### src/pkg/temp_dac_pkg.sv
/*
  Shared constants for the temperature driven dual DAC word path:
  register indices, field positions, reset values, keys and timing.
  Assumes a single 40 MHz system clock and an AXI4-Lite register bus.
*/
`default_nettype none
package temp_dac_pkg;
  // ==========================================================
  // timing
  localparam int SYS_CLK_HZ       = 40_000_000;
  localparam int SAMPLE_PERIOD_MS = 25;
  localparam int SAMPLE_CYCLES    = SYS_CLK_HZ / 1000 * SAMPLE_PERIOD_MS;

  // ==========================================================
  // widths
  localparam int WORD_W = 12;
  localparam int ADDR_W = 8;

  // ==========================================================
  // register indices, byte address is four times the index
  localparam logic [5:0] IDX_SENSOR_HIGH = 6'h00;
  localparam logic [5:0] IDX_SENSOR_LOW  = 6'h01;
  localparam logic [5:0] IDX_CALC0_HIGH  = 6'h02;
  localparam logic [5:0] IDX_CALC0_LOW   = 6'h03;
  localparam logic [5:0] IDX_CALC1_HIGH  = 6'h04;
  localparam logic [5:0] IDX_CALC1_LOW   = 6'h05;
  localparam logic [5:0] IDX_ACCESS      = 6'h10;
  localparam logic [5:0] IDX_OVR_CTL     = 6'h11;
  localparam logic [5:0] IDX_FTEMP_HIGH  = 6'h12;
  localparam logic [5:0] IDX_FTEMP_LOW   = 6'h13;
  localparam logic [5:0] IDX_FDAC0_HIGH  = 6'h14;
  localparam logic [5:0] IDX_FDAC0_LOW   = 6'h15;
  localparam logic [5:0] IDX_FDAC1_HIGH  = 6'h16;
  localparam logic [5:0] IDX_FDAC1_LOW   = 6'h17;
  localparam logic [5:0] IDX_BASE0_HIGH  = 6'h18;
  localparam logic [5:0] IDX_BASE0_LOW   = 6'h19;
  localparam logic [5:0] IDX_BASE1_HIGH  = 6'h1A;
  localparam logic [5:0] IDX_BASE1_LOW   = 6'h1B;

  // ==========================================================
  // fields and values
  localparam int         OVR_TEMP_BIT    = 0;
  localparam int         OVR_DAC_BIT     = 1;
  localparam int         SKIP_BIT        = 7;
  localparam logic [1:0] OVR_CTL_RESET   = 2'h0;
  localparam logic [7:0] KEY_FIRST       = 8'hCD;
  localparam logic [7:0] KEY_SECOND      = 8'hF0;
  localparam logic [7:0] ACCESS_FULL_RD  = 8'h03;
  localparam logic [7:0] ACCESS_NONE_RD  = 8'h00;
  localparam logic [1:0] RESP_OKAY       = 2'h0;
  localparam logic [1:0] RESP_SLVERR     = 2'h2;

  // ==========================================================
  // sample path sequencing
  typedef enum logic [1:0] {
    PATH_IDLE = 2'b01,
    PATH_CALC = 2'b10
  } path_state_e;
endpackage
`default_nettype wire

### src/rtl/dac_source_mux.sv
/*
  One channel of the DAC source selection: computed word, constant_level_value word
  or host forced word, registered toward the DAC input.
  Assumes all inputs come from logic on sys_clk.
*/
`default_nettype none
module dac_source_mux
  import temp_dac_pkg::*;
(
  input  wire logic              sys_clk,
  input  wire logic              reset_n,
  input  wire logic [WORD_W-1:0] computed_word,
  input  wire logic [WORD_W-1:0] constant_level_value_word,
  input  wire logic [WORD_W-1:0] forced_word,
  input  wire logic              alu_skip_bit,
  input  wire logic              dac_override_select,
  output logic      [WORD_W-1:0] dac_word
);
  typedef struct packed {
    logic [WORD_W-1:0] word;
  } mux_state_s;

  mux_state_s s_reg;
  mux_state_s s_next;

  // ==========================================================
  // selection
  // override sits after the skip mux, so it beats both sources
  always_comb begin
    s_next = s_reg;
    if (dac_override_select) begin
      s_next.word = forced_word;
    end else if (alu_skip_bit) begin
      s_next.word = constant_level_value_word;
    end else begin
      s_next.word = computed_word;
    end
  end

  always_ff @(posedge sys_clk) begin
    if (!reset_n) begin
      s_reg <= '0;
    end else begin
      s_reg <= s_next;
    end
  end

  assign dac_word = s_reg.word;

  // ==========================================================
  // checks
  property p_normal_path;
    @(posedge sys_clk) disable iff (!reset_n)
      !dac_override_select && !alu_skip_bit |=> dac_word == $past(computed_word);
  endproperty
  a_normal_path: assert property (p_normal_path)
    else $error("computed word not forwarded");

  property p_skip_path;
    @(posedge sys_clk) disable iff (!reset_n)
      !dac_override_select && alu_skip_bit |=> dac_word == $past(constant_level_value_word);
  endproperty
  a_skip_path: assert property (p_skip_path)
    else $error("constant_level_value word not forwarded");

  property p_forced_path;
    @(posedge sys_clk) disable iff (!reset_n)
      dac_override_select |=> dac_word == $past(forced_word);
  endproperty
  a_forced_path: assert property (p_forced_path)
    else $error("forced word does not win");
endmodule
`default_nettype wire

### src/rtl/temp_dac_path_mode_control.sv
/*
  Temperature sample timing, ALU request sequencing, override and
  skip state, access unlock and the AXI4-Lite register slave.
  Assumes the sensor word is asynchronous and changes slowly, the ALU
  is external logic on sys_clk, and nv inputs are stable at reset.
*/
// Overview of operation
// - take a new sensor sample every 25 ms into the sensor reading registers
// - each new sample taken while no calculation runs starts an ALU recalculation producing new DAC words
// - without skip or override each channel's ALU result drives its DAC word
// - power-up leaves both override selects clear; runs without host access
// - control value 0x01 makes forced temperature feed the ALU instead of sensor
// - forced temperature is high register nibble above low register byte
// - forced temperature is a 12-bit two's complement value
// - high nibble writes wait; writing the low byte commits both halves
// - sensor reading registers keep real samples while temperature is forced
// - clearing the temperature select returns the ALU to sensor samples
// - override data and control registers are volatile and reset to zero
// - a set skip bit sends that channel's constant_level_value value to its DAC
// - skip bit restored at power-up; if set, constant_level_value appears at once
// - each channel has its own skip bit and constant_level_value value
// - DAC override takes each 12-bit word from forced high and low registers
// - one DAC override select switches both channels together
// - keys 0xCD then 0xF0 grant full write access; reading returns 0x03
// - control value 0x02 routes both forced words to the DACs
// - forced DAC words are 12-bit offset binary
`default_nettype none
module temp_dac_path_mode_control
  import temp_dac_pkg::*;
#(
  parameter int SAMPLE_CYCLES_P = SAMPLE_CYCLES
) (
  input  wire logic              sys_clk,
  input  wire logic              reset_n,
  input  wire logic [ADDR_W-1:0] awaddr,
  input  wire logic              awvalid,
  output logic                   awready,
  input  wire logic [31:0]       wdata,
  input  wire logic [3:0]        wstrb,
  input  wire logic              wvalid,
  output logic                   wready,
  output logic      [1:0]        bresp,
  output logic                   bvalid,
  input  wire logic              bready,
  input  wire logic [ADDR_W-1:0] araddr,
  input  wire logic              arvalid,
  output logic                   arready,
  output logic      [31:0]       rdata,
  output logic      [1:0]        rresp,
  output logic                   rvalid,
  input  wire logic              rready,
  input  wire logic [WORD_W-1:0] sensor_temp,
  output logic                   alu_start,
  output logic      [WORD_W-1:0] alu_temp,
  input  wire logic              alu_done,
  input  wire logic [WORD_W-1:0] alu_word0,
  input  wire logic [WORD_W-1:0] alu_word1,
  input  wire logic [1:0]        nv_skip,
  input  wire logic [WORD_W-1:0] nv_base0,
  input  wire logic [WORD_W-1:0] nv_base1,
  output logic      [WORD_W-1:0] dac_word0,
  output logic      [WORD_W-1:0] dac_word1
);
  localparam int CNT_W = $clog2(SAMPLE_CYCLES_P);

  typedef struct packed {
    path_state_e             state;
    logic [CNT_W-1:0]        tick_cnt;
    logic [WORD_W-1:0]       sync1;
    logic [WORD_W-1:0]       sync2;
    logic [WORD_W-1:0]       sensor_reading;
    logic [1:0][WORD_W-1:0]  computed;
    logic                    alu_start;
    logic [WORD_W-1:0]       alu_temp;
    logic                    full_access;
    logic                    key_armed;
    logic [1:0]              ovr_ctl;
    logic [3:0]              temp_hold;
    logic [WORD_W-1:0]       forced_temp;
    logic [1:0][3:0]         dac_hold;
    logic [1:0][WORD_W-1:0]  forced_dac;
    logic [1:0]              skip;
    logic [1:0][WORD_W-1:0]  constant_level_value;
    logic                    nv_loaded;
    logic                    aw_held;
    logic                    w_held;
    logic [ADDR_W-1:0]       aw_addr;
    logic [7:0]              w_data;
    logic                    w_lane0;
    logic                    bvalid;
    logic [1:0]              bresp;
    logic                    rvalid;
    logic [7:0]              rdata;
    logic [1:0]              rresp;
  } path_state_s;

  path_state_s s_reg;
  path_state_s s_next;

  logic              tick;
  logic              wr_exec;
  logic [5:0]        wr_idx;
  logic [8:0]        wr_probe;
  logic [8:0]        rd_probe;
  logic [1:0][WORD_W-1:0] dac_word;

  // ==========================================================
  // register read decode: {hit, byte}
  function automatic logic [8:0] read_reg(input logic [5:0] idx, input path_state_s st);
    logic [8:0] r;
    r = '0;
    unique case (idx)
      IDX_SENSOR_HIGH: r = {1'b1, 4'h0, st.sensor_reading[11:8]};
      IDX_SENSOR_LOW:  r = {1'b1, st.sensor_reading[7:0]};
      IDX_CALC0_HIGH:  r = {1'b1, 4'h0, st.computed[0][11:8]};
      IDX_CALC0_LOW:   r = {1'b1, st.computed[0][7:0]};
      IDX_CALC1_HIGH:  r = {1'b1, 4'h0, st.computed[1][11:8]};
      IDX_CALC1_LOW:   r = {1'b1, st.computed[1][7:0]};
      IDX_ACCESS:      r = {1'b1, st.full_access ? ACCESS_FULL_RD : ACCESS_NONE_RD};
      IDX_OVR_CTL:     r = {1'b1, 6'h00, st.ovr_ctl};
      IDX_FTEMP_HIGH:  r = {1'b1, 4'h0, st.forced_temp[11:8]};
      IDX_FTEMP_LOW:   r = {1'b1, st.forced_temp[7:0]};
      IDX_FDAC0_HIGH:  r = {1'b1, 4'h0, st.forced_dac[0][11:8]};
      IDX_FDAC0_LOW:   r = {1'b1, st.forced_dac[0][7:0]};
      IDX_FDAC1_HIGH:  r = {1'b1, 4'h0, st.forced_dac[1][11:8]};
      IDX_FDAC1_LOW:   r = {1'b1, st.forced_dac[1][7:0]};
      IDX_BASE0_HIGH:  r = {1'b1, st.skip[0], 3'h0, st.constant_level_value[0][11:8]};
      IDX_BASE0_LOW:   r = {1'b1, st.constant_level_value[0][7:0]};
      IDX_BASE1_HIGH:  r = {1'b1, st.skip[1], 3'h0, st.constant_level_value[1][11:8]};
      IDX_BASE1_LOW:   r = {1'b1, st.constant_level_value[1][7:0]};
      default:         r = '0;
    endcase
    return r;
  endfunction

  // ==========================================================
  // bus handshakes
  assign awready  = !s_reg.aw_held;
  assign wready   = !s_reg.w_held;
  assign arready  = !s_reg.rvalid;
  assign wr_exec  = s_reg.aw_held && s_reg.w_held && !s_reg.bvalid;
  assign wr_idx   = s_reg.aw_addr[ADDR_W-1:2];
  assign wr_probe = read_reg(wr_idx, s_reg);
  assign rd_probe = read_reg(araddr[ADDR_W-1:2], s_reg);
  assign tick     = s_reg.tick_cnt == CNT_W'(SAMPLE_CYCLES_P - 1);

  // ==========================================================
  // next state
  always_comb begin
    s_next           = s_reg;
    s_next.alu_start = 1'b0;
    s_next.sync1     = sensor_temp;
    s_next.sync2     = s_reg.sync1;
    if (tick) begin
      s_next.tick_cnt       = '0;
      s_next.sensor_reading = s_reg.sync2;
    end else begin
      s_next.tick_cnt = s_reg.tick_cnt + CNT_W'(1);
    end

    // a sample landing mid-calculation is kept but not recomputed
    unique case (s_reg.state)
      PATH_IDLE: begin
        if (tick) begin
          // forced word is two's complement, passed to the ALU as is
          s_next.alu_temp = s_reg.ovr_ctl[OVR_TEMP_BIT] ? s_reg.forced_temp
                                                        : s_reg.sync2;
          s_next.alu_start = 1'b1;
          s_next.state     = PATH_CALC;
        end
      end
      PATH_CALC: begin
        if (alu_done) begin
          s_next.computed[0] = alu_word0;
          s_next.computed[1] = alu_word1;
          s_next.state       = PATH_IDLE;
        end
      end
    endcase

    if (s_reg.bvalid && bready) begin
      s_next.bvalid = 1'b0;
    end
    if (wr_exec) begin
      s_next.aw_held = 1'b0;
      s_next.w_held  = 1'b0;
      s_next.bvalid  = 1'b1;
      s_next.bresp   = wr_probe[8] ? RESP_OKAY : RESP_SLVERR;
      if (s_reg.w_lane0) begin
        if (wr_idx == IDX_ACCESS) begin
          if (s_reg.w_data == KEY_FIRST) begin
            s_next.key_armed = 1'b1;
          end else if (s_reg.w_data == KEY_SECOND && s_reg.key_armed) begin
            s_next.full_access = 1'b1;
            s_next.key_armed   = 1'b0;
          end else begin
            s_next.full_access = 1'b0;
            s_next.key_armed   = 1'b0;
          end
        end else if (s_reg.full_access) begin
          unique case (wr_idx)
            IDX_OVR_CTL:    s_next.ovr_ctl = s_reg.w_data[1:0];
            IDX_FTEMP_HIGH: s_next.temp_hold = s_reg.w_data[3:0];
            IDX_FTEMP_LOW:  s_next.forced_temp = {s_reg.temp_hold, s_reg.w_data};
            IDX_FDAC0_HIGH: s_next.dac_hold[0] = s_reg.w_data[3:0];
            IDX_FDAC0_LOW:  s_next.forced_dac[0] = {s_reg.dac_hold[0], s_reg.w_data};
            IDX_FDAC1_HIGH: s_next.dac_hold[1] = s_reg.w_data[3:0];
            IDX_FDAC1_LOW:  s_next.forced_dac[1] = {s_reg.dac_hold[1], s_reg.w_data};
            IDX_BASE0_HIGH: begin
              s_next.skip[0]        = s_reg.w_data[SKIP_BIT];
              s_next.constant_level_value[0][11:8]  = s_reg.w_data[3:0];
            end
            IDX_BASE0_LOW:  s_next.constant_level_value[0][7:0] = s_reg.w_data;
            IDX_BASE1_HIGH: begin
              s_next.skip[1]        = s_reg.w_data[SKIP_BIT];
              s_next.constant_level_value[1][11:8]  = s_reg.w_data[3:0];
            end
            IDX_BASE1_LOW:  s_next.constant_level_value[1][7:0] = s_reg.w_data;
            default: ;
          endcase
        end
      end
    end
    if (awvalid && awready) begin
      s_next.aw_held = 1'b1;
      s_next.aw_addr = awaddr;
    end
    if (wvalid && wready) begin
      s_next.w_held  = 1'b1;
      s_next.w_data  = wdata[7:0];
      s_next.w_lane0 = wstrb[0];
    end

    if (s_reg.rvalid && rready) begin
      s_next.rvalid = 1'b0;
    end
    if (arvalid && arready) begin
      s_next.rvalid = 1'b1;
      s_next.rdata  = rd_probe[7:0];
      s_next.rresp  = rd_probe[8] ? RESP_OKAY : RESP_SLVERR;
    end

    // restore from storage on the first edge after reset release
    if (!s_reg.nv_loaded) begin
      s_next.skip      = nv_skip;
      s_next.constant_level_value[0]   = nv_base0;
      s_next.constant_level_value[1]   = nv_base1;
      s_next.nv_loaded = 1'b1;
    end
  end

  always_ff @(posedge sys_clk) begin
    if (!reset_n) begin
      s_reg       <= '0;
      s_reg.state <= PATH_IDLE;
    end else begin
      s_reg <= s_next;
    end
  end

  // ==========================================================
  // per channel source selection
  for (genvar ch = 0; ch < 2; ch++) begin : g_chan
    dac_source_mux u_mux (
      .sys_clk             (sys_clk),
      .reset_n             (reset_n),
      .computed_word       (s_reg.computed[ch]),
      .constant_level_value_word           (s_reg.constant_level_value[ch]),
      .forced_word         (s_reg.forced_dac[ch]),
      .alu_skip_bit        (s_reg.skip[ch] && s_reg.nv_loaded),
      .dac_override_select (s_reg.ovr_ctl[OVR_DAC_BIT]),
      .dac_word            (dac_word[ch])
    );
  end

  assign dac_word0 = dac_word[0];
  assign dac_word1 = dac_word[1];
  assign alu_start = s_reg.alu_start;
  assign alu_temp  = s_reg.alu_temp;
  assign bvalid    = s_reg.bvalid;
  assign bresp     = s_reg.bresp;
  assign rvalid    = s_reg.rvalid;
  assign rresp     = s_reg.rresp;
  assign rdata     = {24'h000000, s_reg.rdata};

  // ==========================================================
  // checks
  property p_sample_taken;
    @(posedge sys_clk) disable iff (!reset_n)
      tick |=> s_reg.sensor_reading == $past(s_reg.sync2);
  endproperty
  a_sample_taken: assert property (p_sample_taken)
    else $error("sample not stored on tick");

  property p_alu_restart;
    @(posedge sys_clk) disable iff (!reset_n)
      tick && s_reg.state == PATH_IDLE |=> alu_start ##1 !alu_start;
  endproperty
  a_alu_restart: assert property (p_alu_restart)
    else $error("alu start not a single pulse after tick");

  property p_power_up;
    @(posedge sys_clk) disable iff (!reset_n)
      !$past(reset_n) |-> s_reg.ovr_ctl == OVR_CTL_RESET && !s_reg.full_access;
  endproperty
  a_power_up: assert property (p_power_up)
    else $error("override or access state not clear after reset");

  property p_temp_route;
    @(posedge sys_clk) disable iff (!reset_n)
      alu_start && $past(s_reg.ovr_ctl[OVR_TEMP_BIT]) |-> alu_temp == $past(s_reg.forced_temp);
  endproperty
  a_temp_route: assert property (p_temp_route)
    else $error("forced temperature not sent to alu");

  property p_sensor_route;
    @(posedge sys_clk) disable iff (!reset_n)
      alu_start && !$past(s_reg.ovr_ctl[OVR_TEMP_BIT]) |-> alu_temp == $past(s_reg.sync2);
  endproperty
  a_sensor_route: assert property (p_sensor_route)
    else $error("sensor sample not sent to alu");

  property p_high_held;
    @(posedge sys_clk) disable iff (!reset_n)
      wr_exec && wr_idx == IDX_FTEMP_HIGH |=> $stable(s_reg.forced_temp);
  endproperty
  a_high_held: assert property (p_high_held)
    else $error("high nibble took effect early");

  property p_low_commit;
    @(posedge sys_clk) disable iff (!reset_n)
      wr_exec && wr_idx == IDX_FTEMP_LOW && s_reg.full_access && s_reg.w_lane0
      |=> s_reg.forced_temp == {$past(s_reg.temp_hold), $past(s_reg.w_data)};
  endproperty
  a_low_commit: assert property (p_low_commit)
    else $error("forced temperature not assembled");

  property p_locked_out;
    @(posedge sys_clk) disable iff (!reset_n)
      wr_exec && !s_reg.full_access && wr_idx == IDX_OVR_CTL |=> $stable(s_reg.ovr_ctl);
  endproperty
  a_locked_out: assert property (p_locked_out)
    else $error("locked write changed control");

  property p_key_grant;
    @(posedge sys_clk) disable iff (!reset_n)
      wr_exec && wr_idx == IDX_ACCESS && s_reg.w_lane0 && s_reg.key_armed
      && s_reg.w_data == KEY_SECOND |=> s_reg.full_access;
  endproperty
  a_key_grant: assert property (p_key_grant)
    else $error("key sequence did not grant access");
endmodule
`default_nettype wire

### config.mk
export PLATFORM = sky130hd
export DESIGN_NAME = temp_dac_path_mode_control
export DESIGN_NICKNAME = d
export VERILOG_FILES = /design/src/pkg/temp_dac_pkg.sv /design/src/rtl/dac_source_mux.sv /design/src/rtl/temp_dac_path_mode_control.sv
export SDC_FILE = /design/constraint.sdc
export NUM_CORES = 1
export LEC_CHECK = 0
export CAP_MARGIN = 20
export CELL_PAD_IN_SITES_DETAIL_PLACEMENT = 1
export CELL_PAD_IN_SITES_GLOBAL_PLACEMENT = 1
export CORE_ASPECT_RATIO = 2
export CORE_UTILIZATION = 35
export CTS_BUF_LIST = sky130_fd_sc_hd__clkbuf_4 sky130_fd_sc_hd__clkbuf_8 sky130_fd_sc_hd__clkbuf_16
export DETAILED_ROUTE_END_ITERATION = 10
export DONT_BUFFER_PORTS = 1
export PLACE_DENSITY_LB_ADDON = 0.3
export RECOVER_POWER = 50
export SYNTH_ARGS = -nofsm -noshare
export SYNTH_HDL_FRONTEND = slang
export SYNTH_SLANG_ARGS = --single-unit
### constraint.sdc
create_clock -name sys_clk -period 1.84 [get_ports sys_clk]
set_input_delay 0.368 -clock sys_clk [delete_from_list [all_inputs] [get_ports sys_clk]]
set_output_delay 0.368 -clock sys_clk [all_outputs]
set_load 0.03 [all_outputs]
==> Yosys cells after proc, flatten, opt, wreduce, memory -nomap -nowiden <==
Index checks and enable logic that the tools add are counted.
Widths: inputs -> output; s select.
{ "word_totals": {"register_bits": 231, "in_bits": 122, "output_inout_bits": 78, "elab_cells": 162} }
{ "classes": {"addsub": 1, "eq_ne": 49, "mux": 34, "n_bitwise": 3, "n_reduce_logical": 38} }
{ "ops": {"columns": ["cell", "n"], "rows": [
  ["$pmux 9 s18", 2],
  ["$eq 6x5->1 const B", 24],
  ["$mux 26", 4],
  ["$mux 12", 5],
  ["$reduce_and 5->1", 11],
  ["$mux 27", 1],
  ["$eq 6x2->1 const B", 4],
  ["$eq 6x3->1 const B", 4],
  ["$add 20x1->20 const B", 1],
  ["$eq 20x20->1 const B", 1],
  ["$eq 8x8->1 const B", 2],
  ["$mux 8", 2],
  ["$mux 2", 7],
  ["$mux 13", 1],
  ["$eq 6x1->1 const B", 2],
  ["$logic_not 6->1", 2],
  ["$ne 2x1->1 const B", 6],
  ["$mux 11", 1],
  ["$logic_and 1x1->1", 10],
  ["$mux 4", 2],
  ["$ne 2x2->1 const B", 4],
  ["$reduce_and 2->1", 4],
  ["$reduce_bool 2->1", 4],
  ["$mux 1", 7],
  ["other kinds (9)", 14]
]} }

==> Logic depth before layout (Yosys ltp) <==
Gate-level depths: netlist (run 1).
{ "depth": {"ltp_word": 7, "mapped_depth": 8, "ltp_nobuf": 5} }

==> By module <==
A second synthesis (run 1) with hierarchy kept.
{ "hier_totals": {"hier_cells": 1122, "hier_area_um2": 10445.0} }
{ "modules_own_cells": {"columns": ["module", "n_inst", "cells_per_inst", "area_per_inst_um2", "seq_area_each_um2"], "rows": [
  ["temp_dac_path_mode_control", 1, 1018, 9176.3, 4063.9],
  ["dac_source_mux", 2, 52, 634.4, 240.2]
]} }

==> Least setup slack after synthesis (run 1) <==
No wires, ideal clock.
{ "synth_path": {"kind": "register -> register", "startpoint": "reg s_reg (netlist bit bvalid)", "endpoint": "reg s_reg[58] (netlist name)", "setup_ps": 132, "arrival_time_ps": 1707, "required_time_ps": 1708, "setup_slack_ps": 1, "path_stages_with_launch": 8, "path_buffers": 2, "synth_period_minus_slack_ps": 1839, "path_cell_list": "dfxtp_1 > and3b_1 > buf_6 > nand4_4 > or4b_1 > buf_6 > mux2i_1 > a21oi_1"} }
{ "synth_via": {"elab_chain_len": 4} }
{ "synth_rtl": {"columns": ["element", "line", "rtl"], "rows": [
  ["start: declaration", "temp_dac_path_mode_control.sv:97", "path_state_s s_reg;"],
  ["start signal: assignment", "temp_dac_path_mode_control.sv:257", "s_reg <= s_next;"],
  ["$logic_not 1->1", "temp_dac_path_mode_control.sv:141", "assign wr_exec = s_reg.aw_held && s_reg.w_held && !s_reg.bvalid;"],
  ["$logic_and 1x1->1", "temp_dac_path_mode_control.sv:141", null],
  ["$ne 2x1->1 (no source line)", null, null],
  ["$reduce_and 5->1 (no source line)", null, null]
]} }
Every way passes these cells.
A chain may end at the register's enable or synchronous reset.

==> Worst setup path in the final report (run 1) <==
{ "layout_path": {"startpoint": "reg s_reg (netlist bit bvalid)", "endpoint": "reg s_reg[71] (netlist name)"} }
{ "layout_via": {"elab_chain_len": 3} }
{ "layout_rtl": {"columns": ["element", "line"], "rows": [
  ["$logic_not 1->1", "temp_dac_path_mode_control.sv:141"],
  ["$logic_and 1x1->1", "temp_dac_path_mode_control.sv:141"],
  ["$reduce_and 5->1 (no source line)", null]
]} }
Every way passes these cells.

==> flow_metrics.tcl, run 1 <==
set metrics [dict create \
    switching_share_pct 22.8 \
    power.switching_mw 2.39 \
    synthArstFlopShare_pct 0 \
    nets 1258 \
    hold_path_depth 2 \
    cts.path.max_buffers 3 \
    cts_tree "done" \
    final_hold_viol_count 0 \
    p_int_mw 8.10 \
    synth_top_family_by_area "simple AND/OR/NAND/NOR gates" \
    synthMuxAreaShare_pct 14.4 \
    viasPerCell 5.23 \
    initial_core_util_pct 35.7 \
    hold_class "in2reg" \
    seqPwrFrac_pct 48.8 \
    grt-ovfl-total 0 \
    cts_buffers 22 \
    most-common-layout-cells "dfxtp_1 (226), nand2_1 (139), mux2i_1 (127)" \
    grt_pass1_wl_um 50400 \
    cp_slowest_stage_delay_ps 310 \
    placementRows 88 \
    final_common_cell "dfxtp_1" \
    hold_start "alu_word1[7]" \
    wl_um 33400 \
    fin_ws_ps 75.3 \
    ioPinCount 200 \
    critPathArrivalTime_ps 2170 \
    area_growth_pct 16.5 \
    core_area_mm2 0.0288 \
    clkPwrFrac_pct 45.0 \
    final_antenna_net_count 0 \
    largest_register_ffs 166 \
    r2r_cells 8 \
    slew_viol_final 0 \
    yosys.area_share.adder_pct 0.121 \
    r2r_start "bvalid" \
    setup_viol 0 \
    r2r_setup_slack_ps 80 \
    synth_cell_types 66 \
    synthFlopType "dfxtp_1" \
    leakagePower_nw 4.50 \
    slew_headroom_pct 11.6 \
    cp_common_cell "buf_4" \
    worstPathMaxFanout 8 \
    synthSimpleGateAreaFrac_pct 19.6 \
    insertion_delay_ps 520 \
    hold_end "s_reg[144]" \
    ys_seq_area_share_pct 44.1 \
    gp_congestion 0.877 \
    clock-sinks 227 \
    max_cap_viol_count 0 \
    vdd_drop_max_mv 0.637 \
    grt_antenna_before_repair 5 \
    ys_ff_latch 227 \
    avgSynthCellArea_um2 9.35 \
    dr.pass1.iters 6 \
    die_y_um 245 \
    cts_root_buffer "clkbuf_16" \
    tightest_slew_ps 1330 \
    drcViolationCount 0 \
    critPathSlowestCell "dfxtp_1" \
    vias 7924 \
    path_clk_slew_ps 70 \
    synthXorXnorAreaFrac_pct 1.36 \
    finalClockSkew_ps 10.2 \
    drt_iter0_drc 388 \
    numPortBuffers 0 \
    worstSetupStartpointType "flip-flop" \
    netlist_area_mm2 0.0103 \
    period_share_pct 95.9 \
    power_density_mw_per_mm2 875 \
    fmax_mhz 567 \
    outcome "completed" \
    dp_slack_ps 14.9 \
    die_w_um 123 \
    hpwl_um 24500 \
    cp.required_ps 2250 \
    drive_gt1_share_pct 13.2 \
    yosysWarnings 0 \
    fin_area_mm2 0.0120 \
    placedInstanceArea_mm2 0.0108 \
    synth_cells 1102 \
    grt_start_max_net_pins 133 \
    grt_pass1_vias 8420 \
    p_comb_share_pct 6.2 \
    synth_compound_area_share_pct 13.2 \
    crit_type "reg2reg" \
    h-tree-depth 1 \
    worstReg2RegEnd "s_reg[71]" \
    die_area_mm2 0.0302 \
    cp_cell_sequence "and3b_1, buf_4, nand4_1, buf_4, nor2_4, clkbuf_16, mux2i_1, nor2b_1" \
    end_kind "flip-flop" \
    grt_use_total_pct 22.5 \
    wl_per_cell_um 22.0 \
    synth_edf_count 0 \
    fin_crit_ps 1760 \
]
-- worst max path at each step --
stage | startpoint | end | depth (start not counted)
6_report | bvalid | s_reg[71] | 8
5_1_grt | bvalid | s_reg[62] | 8
4_1_cts | s_reg[29] | s_reg[43] | 5
3_5_place_dp | s_reg[29] | s_reg[43] | 5
3_3_place_gp | s_reg[29] | s_reg[44] | 5
2_1_floorplan | bvalid | s_reg[58] | 7
-- cell families after synthesis --
kind of cell,after synthesis
adders and majority gates,1
muxes,139
xor gates and xnor gates,16
DFF,227
other,1
and+or+nand+nor,376
buffers and inverters,134
AOI/OAI and AO/OA,208
-- cell usage after synthesis (4+ instances only) --
cell | n | area [um^2]
and3_1 | 8 | 50.1
o21ai_0 | 70 | 350
mux2_2 | 5 | 56.3
o211a_1 | 14 | 140
nor3_1 | 10 | 50.1
mux4_2 | 7 | 158
buf_4 | 54 | 405
mux2i_1 | 127 | 1270
nand2b_1 | 5 | 31.3
nand3b_1 | 5 | 37.5
xor2_1 | 9 | 78.8
clkbuf_1 | 53 | 199
a21oi_1 | 33 | 165
inv_1 | 7 | 26.3
a31oi_1 | 8 | 50.1
dfxtp_1 | 227 | 4540
a21o_1 | 4 | 30.0
nor2_2 | 7 | 43.8
nor2_1 | 32 | 120
a2bb2oi_1 | 4 | 35.0
and2_1 | 52 | 325
xnor2_1 | 7 | 61.3
nand4_1 | 12 | 75.1
buf_2 | 16 | 80.1
a21boi_0 | 43 | 323
a22oi_1 | 8 | 60.1
nand2_1 | 139 | 522
nor2b_1 | 61 | 382
nand3_1 | 10 | 50.1
-- stage by stage --
stage / utilization [%] / hold slack (ps) / total power, mW / instances / TNS (ps)
after floorplan: - / 396 / 5.73 / 1127 / 0
after global placement: 37.6 / 421 / 5.79 / 1435 / 0
after detailed placement: 37.6 / 423 / 5.79 / 1435 / 0
after CTS: 41.4 / 1.71 / 10.6 / 1506 / 0
after global routing: 41.6 / 3.70 / 10.9 / 1514 / -1.57
final: 41.6 / 9.51 / 10.5 / 1514 / 0
-- power by group through the flow --
stage	combinational, mW	clock (mW)	sequential (mW)
global route	0.702	5.07	5.13
detailed placement	0.562	0	5.23
CTS	0.651	4.84	5.12
global placement	0.555	0	5.23
finish	0.649	4.72	5.12
floorplan	0.522	0	5.20
-- repair_timing --
action / 4_1_cts / 5_1_grt
endpoints found under the setup margin: 0 / 49
hold buffers: 33 / 0
gates resized for setup: 0 / 7
endpoints found under the hold margin: 90 / 0
buffers inserted: 0 / 2
-- critical path: cells and delay by family, from the launching register on --
family,cells,cell delay [ps]
mux,1,190
flops,1,310
simple gates,4,610
buf+inv,3,550
-- per-layer routing --
| metal | part of all wire [%] | vias to the layer above | GRT usage (%) |
|---|---|---|---|
| met5 | 0 | - | 0 |
| met4 | 5.9 | 0 | 13.2 |
| met3 | 5.2 | 70 | 4.01 |
| met2 | 56 | 206 | 42.9 |
| met1 | 33 | 3854 | 21.7 |
| li1 | - | 3794 | - |
-- cell type report --
class                   instances  area, um^2
well taps                     360         450
diodes                          5        12.5
inverters                       7        26.3
clock inverters                 3        40.0
flip-flops and latches        227        4550
fillers                      3338       16800
repair buffers                111        1060
clock buffers                  35         716
multi-input cells             766        5150
No activity file was read; power rests on OpenSTA's default activity.
==> run 2: changes to the inputs <==
--- a/config.mk
+++ b/config.mk
@@ -17,4 +17,5 @@
 export RECOVER_POWER = 50
 export SYNTH_ARGS = -nofsm -noshare
 export SYNTH_HDL_FRONTEND = slang
+export SYNTH_HIERARCHICAL = 1
 export SYNTH_SLANG_ARGS = --single-unit
==> run 2 against run 1 <==
  * Worst setup slack got worse by 14 ps
  * Synthesized cell count increased by 1.8%
  * Global-route usage increased by 1.5 points
  * First-iteration DRC count decreased by 2.1%
  * Final cell count increased by 2.5%
  * Sequential share of layout area decreased by 0.52 points
  * Critical path type unchanged
  * Critical endpoint is now alu_temp[8]
  * Total power decreased by 2.8%
  * Wire length increased by 9.6%
  * Critical path depth decreased by 1
==> flow_metrics.tcl, run 2 <==
set metrics [dict create \
    netlist_area_mm2 0.0104 \
    synth_edf_count 0 \
    power_density_mw_per_mm2 838 \
    core_area_mm2 0.0294 \
    drive_gt1_share_pct 14.7 \
    yosysWarnings 6 \
    grt_pass1_vias 8539 \
    fin_crit_ps 1780 \
    grt-ovfl-total 0 \
    synth_top_area_share_pct 43.5 \
    setup_viol 0 \
    final_hold_viol_count 0 \
    synthTopCellsByArea "dfxtp_1 (44%), mux2i_1 (7.6%), nand2_1 (5.4%)" \
    worstSetupStartpointType "flip-flop" \
    synthFlopType "dfxtp_1" \
    synth_top_area_cell "dfxtp_1" \
    switching_share_pct 23.6 \
    die_y_um 246 \
    gp_congestion 0.937 \
    wl_per_cell_um 23.5 \
    p_comb_share_pct 6.3 \
    initial_core_util_pct 35.5 \
    hold_class "in2reg" \
    yosys.area_share.adder_pct 0.120 \
    period_share_pct 96.7 \
    max_cap_viol_count 0 \
    nets 1301 \
    synthSimpleGateAreaFrac_pct 18.7 \
    leakagePower_nw 4.72 \
    grt_use_total_pct 24.0 \
    synth.most_common_cell "dfxtp_1" \
    slew_headroom_pct 40.8 \
    synthXorXnorAreaFrac_pct 1.51 \
    grt_pass1_wl_um 53200 \
    synthMuxAreaShare_pct 11.7 \
    grt_antenna_before_repair 0 \
    area_growth_pct 16.6 \
    fmax_mhz 562 \
    largest_register_ffs 166 \
    most-common-layout-cells "dfxtp_1 (222), nand2_1 (149), buf_4 (80)" \
    finalClockSkew_ps 18.1 \
    viasPerCell 5.39 \
    p_total_mw 10.2 \
    worstPathMaxFanout 12 \
    grt_start_max_net_pins 188 \
    cts_tree "done" \
    placementRows 89 \
    tightest_slew_ps 887 \
    clkPwrFrac_pct 43.1 \
    p_int_mw 7.79 \
    cp.required_ps 2240 \
    synth_cells 1122 \
    cts_root_buffer "clkbuf_16" \
    final_antenna_net_count 0 \
    cts.path.max_buffers 3 \
    fill_cells 3375 \
    hpwl_um 26400 \
    synth_compound_area_share_pct 17.2 \
    cts_buffers 22 \
    critPathArrivalTime_ps 2180 \
    diodes 0 \
    post-route-util_pct 41.4 \
    slew_viol_final 0 \
    avgSynthCellArea_um2 9.31 \
    ys_ff_latch 227 \
    finalSetupTns_ps 0 \
    power.switching_mw 2.41 \
    clock-sinks 227 \
    drt_iter0_drc 380 \
    vias 8360 \
    final_common_cell "dfxtp_1" \
    dr.pass1.iters 5 \
    insertion_delay_ps 520 \
    yosys-top-cells-count "dfxtp_1 (227), nand2_1 (151), mux2i_1 (79), a21boi_0 (70), o21ai_0 (65)" \
    hold_ws_ps 7.91 \
    vdd_drop_max_mv 0.592 \
    h-tree-depth 1 \
    die_area_mm2 0.0306 \
    rsz0062_at_grt "yes" \
    ioPinCount 200 \
    seqPwrFrac_pct 50.5 \
    numPortBuffers 0 \
    wl_um 36500 \
    outcome "completed" \
    synth_top_family_by_area "simple AND/OR/NAND/NOR gates" \
    ys_seq_area_share_pct 43.5 \
    path_clk_slew_ps 60 \
    synthArstFlopShare_pct 0 \
    crit_type "reg2reg" \
    die_w_um 124 \
    drcViolationCount 0 \
    synth_cell_types 70 \
    end_kind "flip-flop" \
]
## run 2: cell types whose count changed in the layout (fill, tap and decap cells not counted), moves of 10 or more
cell / before / now
mux2i_1: 127 / 79
o211a_1: 14 / 38
nand2b_1: 5 / 27
a21boi_0: 43 / 64
nor2b_1: 61 / 41
buf_4: 64 / 80
nor2_1: 31 / 43
mux2_4: 0 / 11
nand2_1: 139 / 149
## run 2: worst paths after layout
path                                    from           to  slack (ps)  cells after the start
worst min register to register   s_next[164]   s_reg[164]         430                      1
worst max register to register    s_reg[203]  alu_temp[8]          60                      7
worst max-delay path              s_reg[203]  alu_temp[8]          60                      7
worst min-delay path            alu_word0[2]   s_reg[127]           8                      2
## run 2: repair_timing
item / 4_1_cts / 5_1_grt
hold endpoints to repair: 44 / 5
buffers inserted: 3 / 2
gates resized for setup: 11 / 14
setup endpoints to repair: 48 / 46
pin swaps: 5 / 5
gates cloned: 3 / 0
hold buffers: 36 / 2
## run 2: power by group through the flow
stage	combinational, mW	clock (mW)	sequential [mW]
floorplan	0.513	0	5.20
global placement	0.565	0	5.26
detailed placement	0.575	0	5.27
CTS	0.653	4.53	5.16
global route	0.694	4.71	5.16
finish	0.648	4.40	5.16
## run 2: kinds of logic (layout without fill, tap and decap cells)
group | count (synthesis) | after routing
DFF | 227 | 227
xor gates and xnor gates | 18 | 18
buffers and inverters | 135 | 175
muxes | 109 | 109
adders and majority gates | 1 | 1
AOI/OAI and AO/OA | 256 | 256
other | 1 | 26
and+or+nand+nor | 375 | 376
## run 2: stage by stage
stage                     instances  setup slack, ps  cell area, um^2
final                          1552             60.8            12200
after global routing           1552            -21.6            12200
after CTS                      1548             10.5            12200
after detailed placement       1472             -116            11000
after global placement         1472            -91.5            11000
after floorplan                1147            -16.6            10600
## run 2: critical path: stages (launching register included)
cell and delay (ps):
dfxtp_2 340, nand3_2 80, or4b_4 520, nor4_4 240, buf_6 170, buf_12 130
nand2_1 50, o211a_1 120
## run 2: metal layers
layer  share of wire (%)  track usage [%]  vias up  routed length [um]
met5                   0                0        -                   0
met4                 8.1             17.1        0                2940
met3                 4.1             2.89      103                1500
met2                  53             45.0      257               19400
met1                  35             23.5     4067               12700
li1                    -                -     3933                   -
## run 2: cell type report
type                            instances  area (um^2)  area share (%)
Inverter                                7         26.3           0.216
Timing Repair Buffer                  134         1190            9.76
Tap cell                              364          455            3.74
Clock buffer                           32          668            5.49
Clock inverter                          2         12.5           0.103
Multi-Input combinational cell        786         5280            43.3
Sequential cell                       227         4550            37.4
